File: config.mk
export PLATFORM = sky130hd
export DESIGN_NAME = powerup_init_park_sequencer
export DESIGN_NICKNAME = d
export VERILOG_FILES = /design/src/rtl/pwrseq_pkg.sv /design/src/rtl/pin_sync3.sv /design/src/rtl/powerup_init_park_sequencer.sv
export SDC_FILE = /design/constraint.sdc
export NUM_CORES = 1
export LEC_CHECK = 0
export ABC_AREA = 1
export BUFFER_PORTS_ARGS = -buffer_cell sky130_fd_sc_hd__buf_2
export CAP_MARGIN = 5
export CORE_UTILIZATION = 40
export DETAILED_ROUTE_END_ITERATION = 10
export PLACE_DENSITY = 0.59
export SYNTH_ARGS = -nofsm -noshare
export SYNTH_HDL_FRONTEND = slang
export SYNTH_SLANG_ARGS = --single-unit
File: constraint.sdc
create_clock -name i_clk_sys -period 6.2 [get_ports i_clk_sys]
set_input_delay 0 -clock i_clk_sys [delete_from_list [all_inputs] [get_ports i_clk_sys]]
set_output_delay 0 -clock i_clk_sys [all_outputs]
set_load 0.005 [all_outputs]
File: src/rtl/pwrseq_pkg.sv
// Package for the power-up, initialization and park sequencer.
// Assumes one system clock of 125 MHz; all counts are in its cycles.
package pwrseq_pkg;

  localparam int unsigned CLK_PERIOD_NS = 8;

  // Least time: round up to whole cycles, never below one.
  function automatic int unsigned cyc_least(input int unsigned t_ns);
    int unsigned c;
    c = (t_ns + CLK_PERIOD_NS - 1) / CLK_PERIOD_NS;
    return (c < 1) ? 1 : c;
  endfunction

  // Longest time: round down to whole cycles, never below one.
  function automatic int unsigned cyc_most(input int unsigned t_ns);
    int unsigned c;
    c = t_ns / CLK_PERIOD_NS;
    return (c < 1) ? 1 : c;
  endfunction

  localparam int unsigned PARK_FILT_NS = 150;
  localparam int unsigned FPGA_SETUP_US = 2750;
  localparam int unsigned PARK_MAX_MS = 20;
  localparam int unsigned REG_HOLD_MS = 12;
  localparam int unsigned FAST_PARK_US = 32;

  localparam int unsigned PARK_FILT_CYC = cyc_least(PARK_FILT_NS);
  localparam int unsigned FPGA_SETUP_CYC = cyc_least(FPGA_SETUP_US * 1000);
  localparam int unsigned PARK_MAX_CYC = cyc_most(PARK_MAX_MS * 1000000);
  localparam int unsigned REG_HOLD_CYC = cyc_least(REG_HOLD_MS * 1000000);
  localparam int unsigned FAST_PARK_CYC = cyc_most(FAST_PARK_US * 1000);

  localparam int TIMER_W = 22;
  localparam int FILT_W = 5;
  localparam int GPIO_W = 20;

  // Values of state after reset.
  localparam logic SYNC_RST_VAL_LOW = 1'b0;
  localparam logic PARK_REQ_N_RST = 1'b1;

  typedef enum logic [3:0] {
    ST_RESET      = 4'h0,
    ST_PLL_LOCK   = 4'h1,
    ST_FLASH_LOAD = 4'h2,
    ST_FPGA_SETUP = 4'h3,
    ST_READY      = 4'h4,
    ST_NORM_PARK  = 4'h5,
    ST_REG_HOLD   = 4'h6,
    ST_OFF        = 4'h7,
    ST_FAST_PARK  = 4'h8
  } seq_state_t;

  typedef struct packed {
    logic sclk;
    logic data_out;
    logic cs0_n;
    logic cs1_n;
  } flash_pins_t;

  typedef struct packed {
    logic [GPIO_W-1:0] out;
    logic [GPIO_W-1:0] oe;
  } gpio_pins_t;

endpackage

File: src/rtl/pin_sync3.sv
// Three-stage synchronizer for a pin from outside the clock domain.
// Assumes an asynchronous active-low reset; the output changes only
// once the second and third stages agree on the new level.
`timescale 1ns/1ns
module pin_sync3 #(
  parameter logic RST_VAL = 1'b0
) (
  input wire logic i_clk_sys, // System clock.
  input wire logic i_resetn,  // Asynchronous reset, active low.
  input wire logic i_pin,     // Raw pin level.
  output logic o_level        // Synchronized, agreed level.
);
  logic meta_ff;
  logic s2_ff;
  logic s3_ff;
  logic level_ff;

  always_ff @(posedge i_clk_sys or negedge i_resetn) begin
    if (!i_resetn) begin
      meta_ff <= RST_VAL;
      s2_ff <= RST_VAL;
      s3_ff <= RST_VAL;
    end else begin
      meta_ff <= i_pin;
      s2_ff <= meta_ff;
      s3_ff <= s2_ff;
    end
  end

  always_ff @(posedge i_clk_sys or negedge i_resetn) begin
    if (!i_resetn) begin
      level_ff <= RST_VAL;
    end else if (s2_ff == s3_ff) begin
      level_ff <= s3_ff;
    end
  end

  assign o_level = level_ff;
endmodule

File: src/rtl/powerup_init_park_sequencer.sv
// Reset, boot and mirror-park sequencer of the display controller.
// Assumes the system reset pin drives i_resetn directly, the clock runs
// before release, and PLL, flash loader and park engine report back.
`timescale 1ns/1ns
// Function
// - Flash clock, data, both selects and twenty GPIOs float during reset.
// - LED selects and mirror enable are driven low during reset.
// - After release, lock PLL, then load flash data; pins go active.
// - Interrupt line is driven high right after reset release.
// - Interrupt line goes low when initialization is done.
// - Mirror park completes within 20 ms after projector-on falls.
// - A low fast-park request starts a fast mirror park.
// - Mirror reset regulation stops about 12 ms after a normal park.
// - FPGA setup phase writes startup values; commands accepted after it.
// - Projector-on high powers up; low powers down to minimal draw.
// - Fast-park request ignores chatter up to 150 ns.
module powerup_init_park_sequencer
  import pwrseq_pkg::*;
#(
  parameter int unsigned P_FPGA_SETUP_CYC = pwrseq_pkg::FPGA_SETUP_CYC,
  parameter int unsigned P_PARK_MAX_CYC = pwrseq_pkg::PARK_MAX_CYC,
  parameter int unsigned P_REG_HOLD_CYC = pwrseq_pkg::REG_HOLD_CYC
) (
  input wire logic i_clk_sys, // Reference-derived system clock.
  input wire logic i_resetn, // System reset pin, active low.
  input wire logic i_projector_on, // Projector-on pin, high for on.
  input wire logic i_fast_park_req_n, // Fast-park request pin, active low.
  input wire logic i_pll_locked, // PLL lock indication.
  input wire logic i_flash_load_done, // Flash configuration load done.
  input wire logic i_park_done, // Park engine finished parking.
  input wire pwrseq_pkg::flash_pins_t i_flash, // Flash pin values.
  input wire pwrseq_pkg::gpio_pins_t i_gpio, // GPIO values and enables.
  input wire logic [1:0] i_led_select, // LED select from the core.
  output pwrseq_pkg::flash_pins_t o_flash, // Flash pin values.
  output logic o_flash_oe, // Flash pins output enable.
  output pwrseq_pkg::gpio_pins_t o_gpio, // GPIO values and enables.
  output logic [1:0] o_led_select, // LED select pins.
  output logic o_mirror_array_enable_n, // Mirror array enable/reset.
  output logic o_host_irq, // Initialization interrupt value.
  output logic o_host_irq_oe, // Initialization interrupt enable.
  output logic o_flash_load_en, // Flash loader may run.
  output logic o_fpga_setup, // FPGA startup writes in progress.
  output logic o_cmd_accept, // Control commands are accepted.
  output logic o_park_req, // Normal park request to engine.
  output logic o_fast_park, // Fast park request to engine.
  output logic o_reg_enable, // Mirror reset voltage regulation.
  output logic o_low_power, // Powered down to minimal draw.
  output pwrseq_pkg::seq_state_t o_state // Sequencer state.
);
  import pwrseq_pkg::*;

  logic rst_meta_ff;
  logic rst_sync_ff;
  logic projector_on_s;
  logic park_n_s;
  logic park_n_ff;
  logic [FILT_W-1:0] filt_cnt_ff;
  logic park_n_q_ff;
  logic fast_park_evt;
  seq_state_t state_ff;
  seq_state_t nxt_state;
  logic [TIMER_W-1:0] timer_ff;
  logic active_ff;
  flash_pins_t flash_ff;
  gpio_pins_t gpio_ff;
  logic [1:0] led_ff;
  logic mirror_en_n_ff;
  logic irq_ff;
  logic irq_oe_ff;
  logic reg_en_ff;

  function automatic logic timer_hit(input logic [TIMER_W-1:0] t,
                                     input int unsigned lim);
    return t >= TIMER_W'(lim - 1);
  endfunction

  // Release is synchronized; assertion stays asynchronous so that the
  // pins let go at once even without a clock.
  always_ff @(posedge i_clk_sys or negedge i_resetn) begin
    if (!i_resetn) begin
      rst_meta_ff <= SYNC_RST_VAL_LOW;
      rst_sync_ff <= SYNC_RST_VAL_LOW;
    end else begin
      rst_meta_ff <= 1'b1;
      rst_sync_ff <= rst_meta_ff;
    end
  end

  pin_sync3 #(.RST_VAL(1'b0)) u_sync_proj (
    .i_clk_sys(i_clk_sys),
    .i_resetn(i_resetn),
    .i_pin(i_projector_on),
    .o_level(projector_on_s)
  );

  pin_sync3 #(.RST_VAL(PARK_REQ_N_RST)) u_sync_park (
    .i_clk_sys(i_clk_sys),
    .i_resetn(i_resetn),
    .i_pin(i_fast_park_req_n),
    .o_level(park_n_s)
  );

  // A level must hold for the filter time before it is believed; the
  // cost is that a real request is seen 150 ns late.
  always_ff @(posedge i_clk_sys or negedge i_resetn) begin
    if (!i_resetn) begin
      park_n_ff <= PARK_REQ_N_RST;
      filt_cnt_ff <= '0;
    end else if (park_n_s == park_n_ff) begin
      filt_cnt_ff <= '0;
    end else if (filt_cnt_ff >= FILT_W'(PARK_FILT_CYC - 1)) begin
      park_n_ff <= park_n_s;
      filt_cnt_ff <= '0;
    end else begin
      filt_cnt_ff <= filt_cnt_ff + 1'b1;
    end
  end

  always_ff @(posedge i_clk_sys or negedge i_resetn) begin
    if (!i_resetn) begin
      park_n_q_ff <= PARK_REQ_N_RST;
    end else begin
      park_n_q_ff <= park_n_ff;
    end
  end

  assign fast_park_evt = park_n_q_ff && !park_n_ff;

  always_comb begin
    nxt_state = state_ff;
    case (state_ff)
      ST_RESET: begin
        if (rst_sync_ff) begin
          nxt_state = ST_PLL_LOCK;
        end
      end
      ST_PLL_LOCK: begin
        if (i_pll_locked) begin
          nxt_state = ST_FLASH_LOAD;
        end
      end
      ST_FLASH_LOAD: begin
        if (i_flash_load_done) begin
          nxt_state = ST_FPGA_SETUP;
        end
      end
      ST_FPGA_SETUP: begin
        if (timer_hit(timer_ff, P_FPGA_SETUP_CYC)) begin
          nxt_state = ST_READY;
        end
      end
      ST_READY: begin
        if (!projector_on_s) begin
          nxt_state = ST_NORM_PARK;
        end
      end
      ST_NORM_PARK: begin
        if (i_park_done || timer_hit(timer_ff, P_PARK_MAX_CYC)) begin
          nxt_state = ST_REG_HOLD;
        end
      end
      ST_REG_HOLD: begin
        if (timer_hit(timer_ff, P_REG_HOLD_CYC)) begin
          nxt_state = ST_OFF;
        end
      end
      ST_OFF: begin
        if (projector_on_s && park_n_ff) begin
          nxt_state = ST_PLL_LOCK;
        end
      end
      ST_FAST_PARK: begin
        if (i_park_done || timer_hit(timer_ff, FAST_PARK_CYC)) begin
          nxt_state = ST_OFF;
        end
      end
      default: nxt_state = ST_RESET;
    endcase
    // Fast park overrides everything once the core is running.
    if (fast_park_evt && state_ff != ST_RESET && state_ff != ST_OFF) begin
      nxt_state = ST_FAST_PARK;
    end
  end

  always_ff @(posedge i_clk_sys or negedge i_resetn) begin
    if (!i_resetn) begin
      state_ff <= ST_RESET;
    end else begin
      state_ff <= nxt_state;
    end
  end

  // The timer restarts on every state change and saturates.
  always_ff @(posedge i_clk_sys or negedge i_resetn) begin
    if (!i_resetn) begin
      timer_ff <= '0;
    end else if (nxt_state != state_ff) begin
      timer_ff <= '0;
    end else if (timer_ff != {TIMER_W{1'b1}}) begin
      timer_ff <= timer_ff + 1'b1;
    end
  end

  // Pins are released on the synchronized edge, then stay active.
  always_ff @(posedge i_clk_sys or negedge i_resetn) begin
    if (!i_resetn) begin
      active_ff <= 1'b0;
      flash_ff <= '0;
      gpio_ff <= '0;
    end else begin
      active_ff <= rst_sync_ff;
      flash_ff <= i_flash;
      gpio_ff.out <= i_gpio.out;
      gpio_ff.oe <= rst_sync_ff ? i_gpio.oe : '0;
    end
  end

  always_ff @(posedge i_clk_sys or negedge i_resetn) begin
    if (!i_resetn) begin
      led_ff <= '0;
      mirror_en_n_ff <= 1'b0;
    end else begin
      led_ff <= (nxt_state == ST_READY) ? i_led_select : 2'h0;
      mirror_en_n_ff <= (nxt_state == ST_FPGA_SETUP) ||
                        (nxt_state == ST_READY) ||
                        (nxt_state == ST_NORM_PARK) ||
                        (nxt_state == ST_FAST_PARK);
    end
  end

  always_ff @(posedge i_clk_sys or negedge i_resetn) begin
    if (!i_resetn) begin
      irq_ff <= 1'b0;
      irq_oe_ff <= 1'b0;
    end else begin
      irq_oe_ff <= rst_sync_ff;
      irq_ff <= (nxt_state == ST_PLL_LOCK) ||
                (nxt_state == ST_FLASH_LOAD) ||
                (nxt_state == ST_FPGA_SETUP);
    end
  end

  // Regulation runs from flash load through park and the hold that follows.
  always_ff @(posedge i_clk_sys or negedge i_resetn) begin
    if (!i_resetn) begin
      reg_en_ff <= 1'b0;
    end else begin
      reg_en_ff <= (nxt_state != ST_RESET) && (nxt_state != ST_OFF) &&
                   (nxt_state != ST_PLL_LOCK);
    end
  end

  assign o_flash = flash_ff;
  assign o_flash_oe = active_ff;
  assign o_gpio = gpio_ff;
  assign o_led_select = led_ff;
  assign o_mirror_array_enable_n = mirror_en_n_ff;
  assign o_host_irq = irq_ff;
  assign o_host_irq_oe = irq_oe_ff;
  assign o_flash_load_en = (state_ff == ST_FLASH_LOAD);
  assign o_fpga_setup = (state_ff == ST_FPGA_SETUP);
  assign o_cmd_accept = (state_ff == ST_READY);
  assign o_park_req = (state_ff == ST_NORM_PARK);
  assign o_fast_park = (state_ff == ST_FAST_PARK);
  assign o_reg_enable = reg_en_ff;
  assign o_low_power = (state_ff == ST_OFF);
  assign o_state = state_ff;
endmodule

== After elaboration in Yosys (flattened, before gate mapping) ==
Cells that the tools add are included.

* $add $sub $neg: 2
* Multipliers: 0
* Div/mod/pow operators: 0
* Order comparisons: 5
* Eq/ne operators: 22
* Shift operators: 0
* Mux-type cells: 17
* Bitwise operators: 1
* Reduce and logical (&&, ||, !) cells: 19

{| class="wikitable"
|+ Operators by type and width
! cell !! number
|-
| 2-to-1 mux 22 bit || 2
|-
| 2-to-1 mux 4 bit || 10
|-
| case mux 4 bit (9 select lines) || 1
|-
| == test 4 x 3 -> 1 bit (second input constant) || 6
|-
| adder 22 x 1 -> 22 bit (second input constant) || 1
|-
| greater-or-equal comparator 22 x 12 -> 1 bit (second input constant) || 1
|-
| greater-or-equal comparator 22 x 19 -> 1 bit (second input constant) || 1
|-
| greater-or-equal comparator 22 x 21 -> 1 bit (second input constant) || 1
|-
| greater-or-equal comparator 22 bit (second input constant) || 1
|-
| != test 22 bit (second input constant) || 1
|-
| 2-to-1 mux 20 bit || 1
|-
| == test 4 x 2 -> 1 bit (second input constant) || 4
|-
| 2-to-1 mux 5 bit || 2
|-
| == test 4 x 1 -> 1 bit (second input constant) || 2
|-
| == test 4 bit (second input constant) || 2
|-
| != test 4 x 3 -> 1 bit (second input constant) || 2
|-
| nonzero test 4 bit || 2
|-
| logical OR 1 bit || 7
|-
| logical AND 1 bit || 6
|-
| adder 5 x 1 -> 5 bit (second input constant) || 1
|-
| greater-or-equal comparator 5 bit (second input constant) || 1
|-
| zero test 4 bit || 1
|-
| != test 4 x 1 -> 1 bit (second input constant) || 1
|-
| != test 4 bit || 1
|-
| 6 further kinds || 8
|}

* Register bits: 93
* Bits in latches: 0
* RAM bits: 0
* ROM bits: 0
* Input port bits: 53
* Output and inout port bits: 61
* Word-level logic and storage cells: 92
* Memories: 0

== Logic depth before layout (Yosys ltp) ==
* Depth after elaboration: 9
* Mapped depth: 18
* Mapped depth without buffers: 17

== Modules after synthesis ==
Synthesis repeated with hierarchy kept, for this count alone.

* Cells, all modules: 466
* Area, all modules: 4339.2 um2

{| class="wikitable"
|+ By module, submodules not included
! module !! times used !! cells each !! area an instance (um2) !! sequential area each (um2)
|-
| powerup_init_park_sequencer || 1 || 450 || 4101.4 || 2129.5
|-
| pin_sync3 at u_sync_park || 1 || 8 || 121.4 || 105.1
|-
| pin_sync3 at u_sync_proj || 1 || 8 || 116.4 || 100.1
|}

== Worst setup path after synthesis ==
Ideal clock, no wire load.

* Path kind: reg-to-reg
* Start: reg timer_ff[0]
* End: reg timer_ff[2]
* Setup time: 0.128 ns
* Arrival time: 1.842 ns
* Data required time: 6.072 ns
* Slack: 4.230 ns
* Stages on the path, launching flop included: 17
* Buffers on the path: 1
* Period minus slack after synthesis: 1.970 ns
* Cells stage by stage: dfrtp_1 > ha_1 > nand3_1 > nand2_1 > nand2_1 > nand2_1 > nand2_2 > nand2_1 > a21boi_2 > nand3_2 > nand2_2 > nand2_2 > nand2_2 > nor2_4 > nand3_4 > buf_12 > nor2_4

* Cells in the longest elaborated chain, start to end: 7
* Elaborated cells on any way between the ends: 18
* Those cells by class: add/sub (1); order compare (4); eq/ne (2); mux (8); reduce/logical (3)

{| class="wikitable"
|+ Ends and longest elaborated chain
! element !! RTL line !! RTL
|-
| from (decl) || powerup_init_park_sequencer.sv:62 || <nowiki>logic [TIMER_W-1:0] timer_ff;</nowiki>
|-
| from (signal assigned) || powerup_init_park_sequencer.sv:200 || <nowiki>timer_ff <= timer_ff + 1'b1;</nowiki>
|-
| greater-or-equal comparator 22 x 12 -> 1 bit / greater-or-equal comparator 22 bit (equally long branches) || powerup_init_park_sequencer.sv:74 || <nowiki>return t >= TIMER_W'(lim - 1);</nowiki>
|-
| logical OR 1 bit (on tied branches) || powerup_init_park_sequencer.sv:173, powerup_init_park_sequencer.sv:158 ||
|-
| 2-to-1 mux 4 bit (on tied branches) || powerup_init_park_sequencer.sv:173, powerup_init_park_sequencer.sv:158 ||
|-
| case mux 4 bit (9 select lines) || powerup_init_park_sequencer.sv:131 || <nowiki>case (state_ff)</nowiki>
|-
| 2-to-1 mux 4 bit || powerup_init_park_sequencer.sv:180 || <nowiki>if (fast_park_evt && state_ff != ST_RESET && state_ff != ST_OFF) begin</nowiki>
|-
| != test 4 bit || powerup_init_park_sequencer.sv:197 || <nowiki>end else if (nxt_state != state_ff) begin</nowiki>
|-
| 2-to-1 mux 22 bit / nonzero test 2 bit (equally long branches) || n/a ||
|}

Parallel ways exist; a longest one is shown, timed or not. The select of a mux whose other input is x is not followed.
A chain may end at the register's enable or synchronous reset.

== Worst setup path after layout ==
* Start: reg timer_ff[0]
* End: reg timer_ff[1]

The elaborated chain is that of the path after synthesis.

==> impl_metrics.env <==
export IMPL_worst_pin_slew_ns=0.9612
export IMPL_synth_cell_types=39
export IMPL_cp_top_family="simple AND/OR/NAND/NOR gates"
export IMPL_synthAdderAreaFrac_pct=1.884
export IMPL_synth_edf_count=0
export IMPL_cts_setup_buffers=0
export IMPL_grt_max_degree=80
export IMPL_grt_util_met3_pct=5.714
export IMPL_synth_area_um2=4383
export IMPL_synth_ff_type="dfrtp_1"
export IMPL_netlist_instances=478
export IMPL_gp_congestion=0.8939
export IMPL_required_ns=6.48
export IMPL_clk_latency_ns=0.36
export IMPL_grt_use_met2_pct=30.78
export IMPL_place_inst=717
export IMPL_core_um2=10460
export IMPL_hold_ws_ns=0.008042
export IMPL_route_vias_total=3642
export IMPL_powerDensity_nw_per_um2=266.2
export IMPL_ys_seq_area_share_pct=53.27
export IMPL_finalSetupViolCount=0
export IMPL_drive_gt1_share_pct=30.19
export IMPL_worstPathCellList="ha_1, nand3_1, nand2_1, nand2_1, nand2_1, nand2_2, nand2_1, a21oi_1, nand4_1, nand2_1, nand2_1, nand2_1, nand3_4, nor2_1"
export IMPL_routed_wirelength_um=9834
export IMPL_cp_arrival_ns=2.84
export IMPL_syn_to_final_growth_pct=30.55
export IMPL_critPathLaunchType="register"
export IMPL_post_dp_hpwl_um=6792
export IMPL_start_util_pct=41.89
export IMPL_cts_tree="done"
export IMPL_antenna_found_initial=0
export IMPL_p_leak_uw=0.002900
export IMPL_crit_top_cell="nand2_1"
export IMPL_io_pins=114
export IMPL_grt_pass1_vias=3762
export IMPL_ys_async_sr_fraction_pct=100.0
export IMPL_num_rows=37
export IMPL_slowest_stage="nand3_4"
export IMPL_crit_path_max_incr_delay_ns=0.48
export IMPL_hold_violations=0
export IMPL_setup_ws_ns=3.640
export IMPL_grt_busiest_layer="met2"
export IMPL_drc_errors=0
export IMPL_wl_per_cell_um=12.58
export IMPL_synth_mux_area_share_pct=0.2569
export IMPL_ctsHtreeMaxLevel=3
export IMPL_fin_skew_ns=0.009734
export IMPL_mostFrequentLayoutCell="buf_2"
export IMPL_syn_avg_cell_area_um2=9.169
export IMPL_synthSimpleGateAreaFrac_pct=29.40
export IMPL_dieArea_um2=11380
export IMPL_r2r_start="timer_ff[0]"
export IMPL_period_needed_ns=2.560
export IMPL_maxCapViolCount=0
export IMPL_via_per_inst=4.657
export IMPL_die_h_um=106.7
export IMPL_grt_ovfl_total=0
export IMPL_cts_root_buffer="clkbuf_8"
export IMPL_post_route_util_pct=54.69
export IMPL_layoutNonFillerInstCount=782
export IMPL_status="finished clean"
export IMPL_fp_dieW_um=106.7
export IMPL_synth_top_family_by_area="simple AND/OR/NAND/NOR gates"
export IMPL_numCtsBuffers=9
export IMPL_yosys_warnings=0
export IMPL_startpoint="timer_ff[0]"
export IMPL_drv_slew=0
export IMPL_synth_nets=536
export IMPL_synth_xor_area_share_pct=2.997
export IMPL_ys_seq_elements=93
export IMPL_ctsResizeCount=0
export IMPL_dp_slack_ns=3.639
export IMPL_io_buffers=113
export IMPL_synth_compound_area_share_pct=3.597
export IMPL_firstDrtPassIters=4
export IMPL_diodes=0
export IMPL_rsz0062_at_grt="false"
export IMPL_fin_nets=699
export IMPL_first_iter_violations=228
export IMPL_path_buf_inv=0
export IMPL_worst_hold_path_type="input port to asynchronous set/reset pin"
export IMPL_cts_sinks=93
export IMPL_cp_end_kind="register"
export IMPL_clockBufferDepth=2
export IMPL_grt_pass1_wl_um=16860
export IMPL_fin_crit_sh_pct=41.29
export IMPL_tns_ns=0
export IMPL_grt_usage_pct=18.90
export IMPL_path_clk_slew_ns=0.10
export IMPL_vdd_ir_drop_max_mv=0.1673
export IMPL_critical_path_class="register to register"
export IMPL_worstPathMaxFanout=22
export IMPL_layout_common_cells="buf_2, nand2_1, dfrtp_1"
export IMPL_slew_headroom_pct=35.92
export IMPL_postRouteAntennaNets=0
export IMPL_gr_usage_met1_pct=23.83
export IMPL_max_freq_mhz=390.7
==> through the flow <==
stage | instance area [um^2] | power [uW]
floorplan | 4383 | 1043
global route | 5722 | 1624
finish | 5722 | 1523
CTS | 5722 | 1545
detailed placement | 5039 | 1120
global placement | 5039 | 1114
==> cell usage after synthesis, types with 4 or more instances <==
cell | count | area [um^2]
o21ai_0 | 12 | 60.06
ha_1 | 5 | 62.56
nor2_4 | 22 | 247.7
nor3_1 | 11 | 55.05
a21oi_1 | 9 | 45.04
nand4_1 | 11 | 68.82
inv_2 | 10 | 37.54
nor2_1 | 54 | 202.7
dfstp_2 | 6 | 157.7
nand2_1 | 92 | 345.3
xor2_1 | 14 | 122.6
nand3_1 | 35 | 175.2
buf_2 | 4 | 20.02
inv_1 | 63 | 236.5
nand2_2 | 10 | 62.56
dfrtp_1 | 87 | 2177
==> final timing paths <==
path	endpoint	slack [ns]	cells past startpoint
max	timer_ff[1]	3.64	14
min	timer_ff[21]	0.008	2
max reg2reg	timer_ff[1]	3.64	14
min reg2reg	rst_sync_ff	0.36	0
max in group asynchronous	filt_cnt_ff[1]	4.99	3
min in group i_clk_sys	o_state[3]	0.14	6
==> where the power goes <==
group          total (uW)  internal (uW)  switching [uW]
clock network         396            165             231
logic                 439            143             296
registers             688            653            35.6
total                1520            961             563
==> final cells by class <==
class                   instances  area [um^2]
fillers                       955         4741
flip-flops and latches         93         2335
multi-input cells             299         1675
repair buffers                163         1066
inverters                      75        282.8
well taps                     136        170.2
clock buffers                  10        137.6
clock inverters                 6        55.05
==> flip-flops by register name, indices dropped and copies added (netlist names), 2 cells and up <==
register,flops
o_led_select,2
o_flash,4
o_gpio,40
o_state,4
timer_ff,22
filt_cnt_ff,5
==> cell families (layout without fill, tap and decap cells) <==
group / after synthesis / in the layout
mux: 1 / 1
xor+xnor: 15 / 15
buf+inv: 86 / 254
other cells: 1 / 1
simple gates: 249 / 249
flops: 93 / 93
fa+ha+maj: 7 / 7
compound gates: 26 / 26
==> what timing repair did <==
| item | in CTS | in global routing |
|---|---|---|
| hold endpoints to repair | 62 | 0 |
| hold buffers | 49 | 0 |
| setup endpoints to repair | 0 | 0 |
==> metal layers <==
metal / routed length [um] / share of wire, %
met2: 4517 / 46
met4: 158 / 1.6
met5: 0 / 0
met3: 708 / 7.2
met1: 4450 / 45
Note: power is estimated with default switching activity, not from simulation.
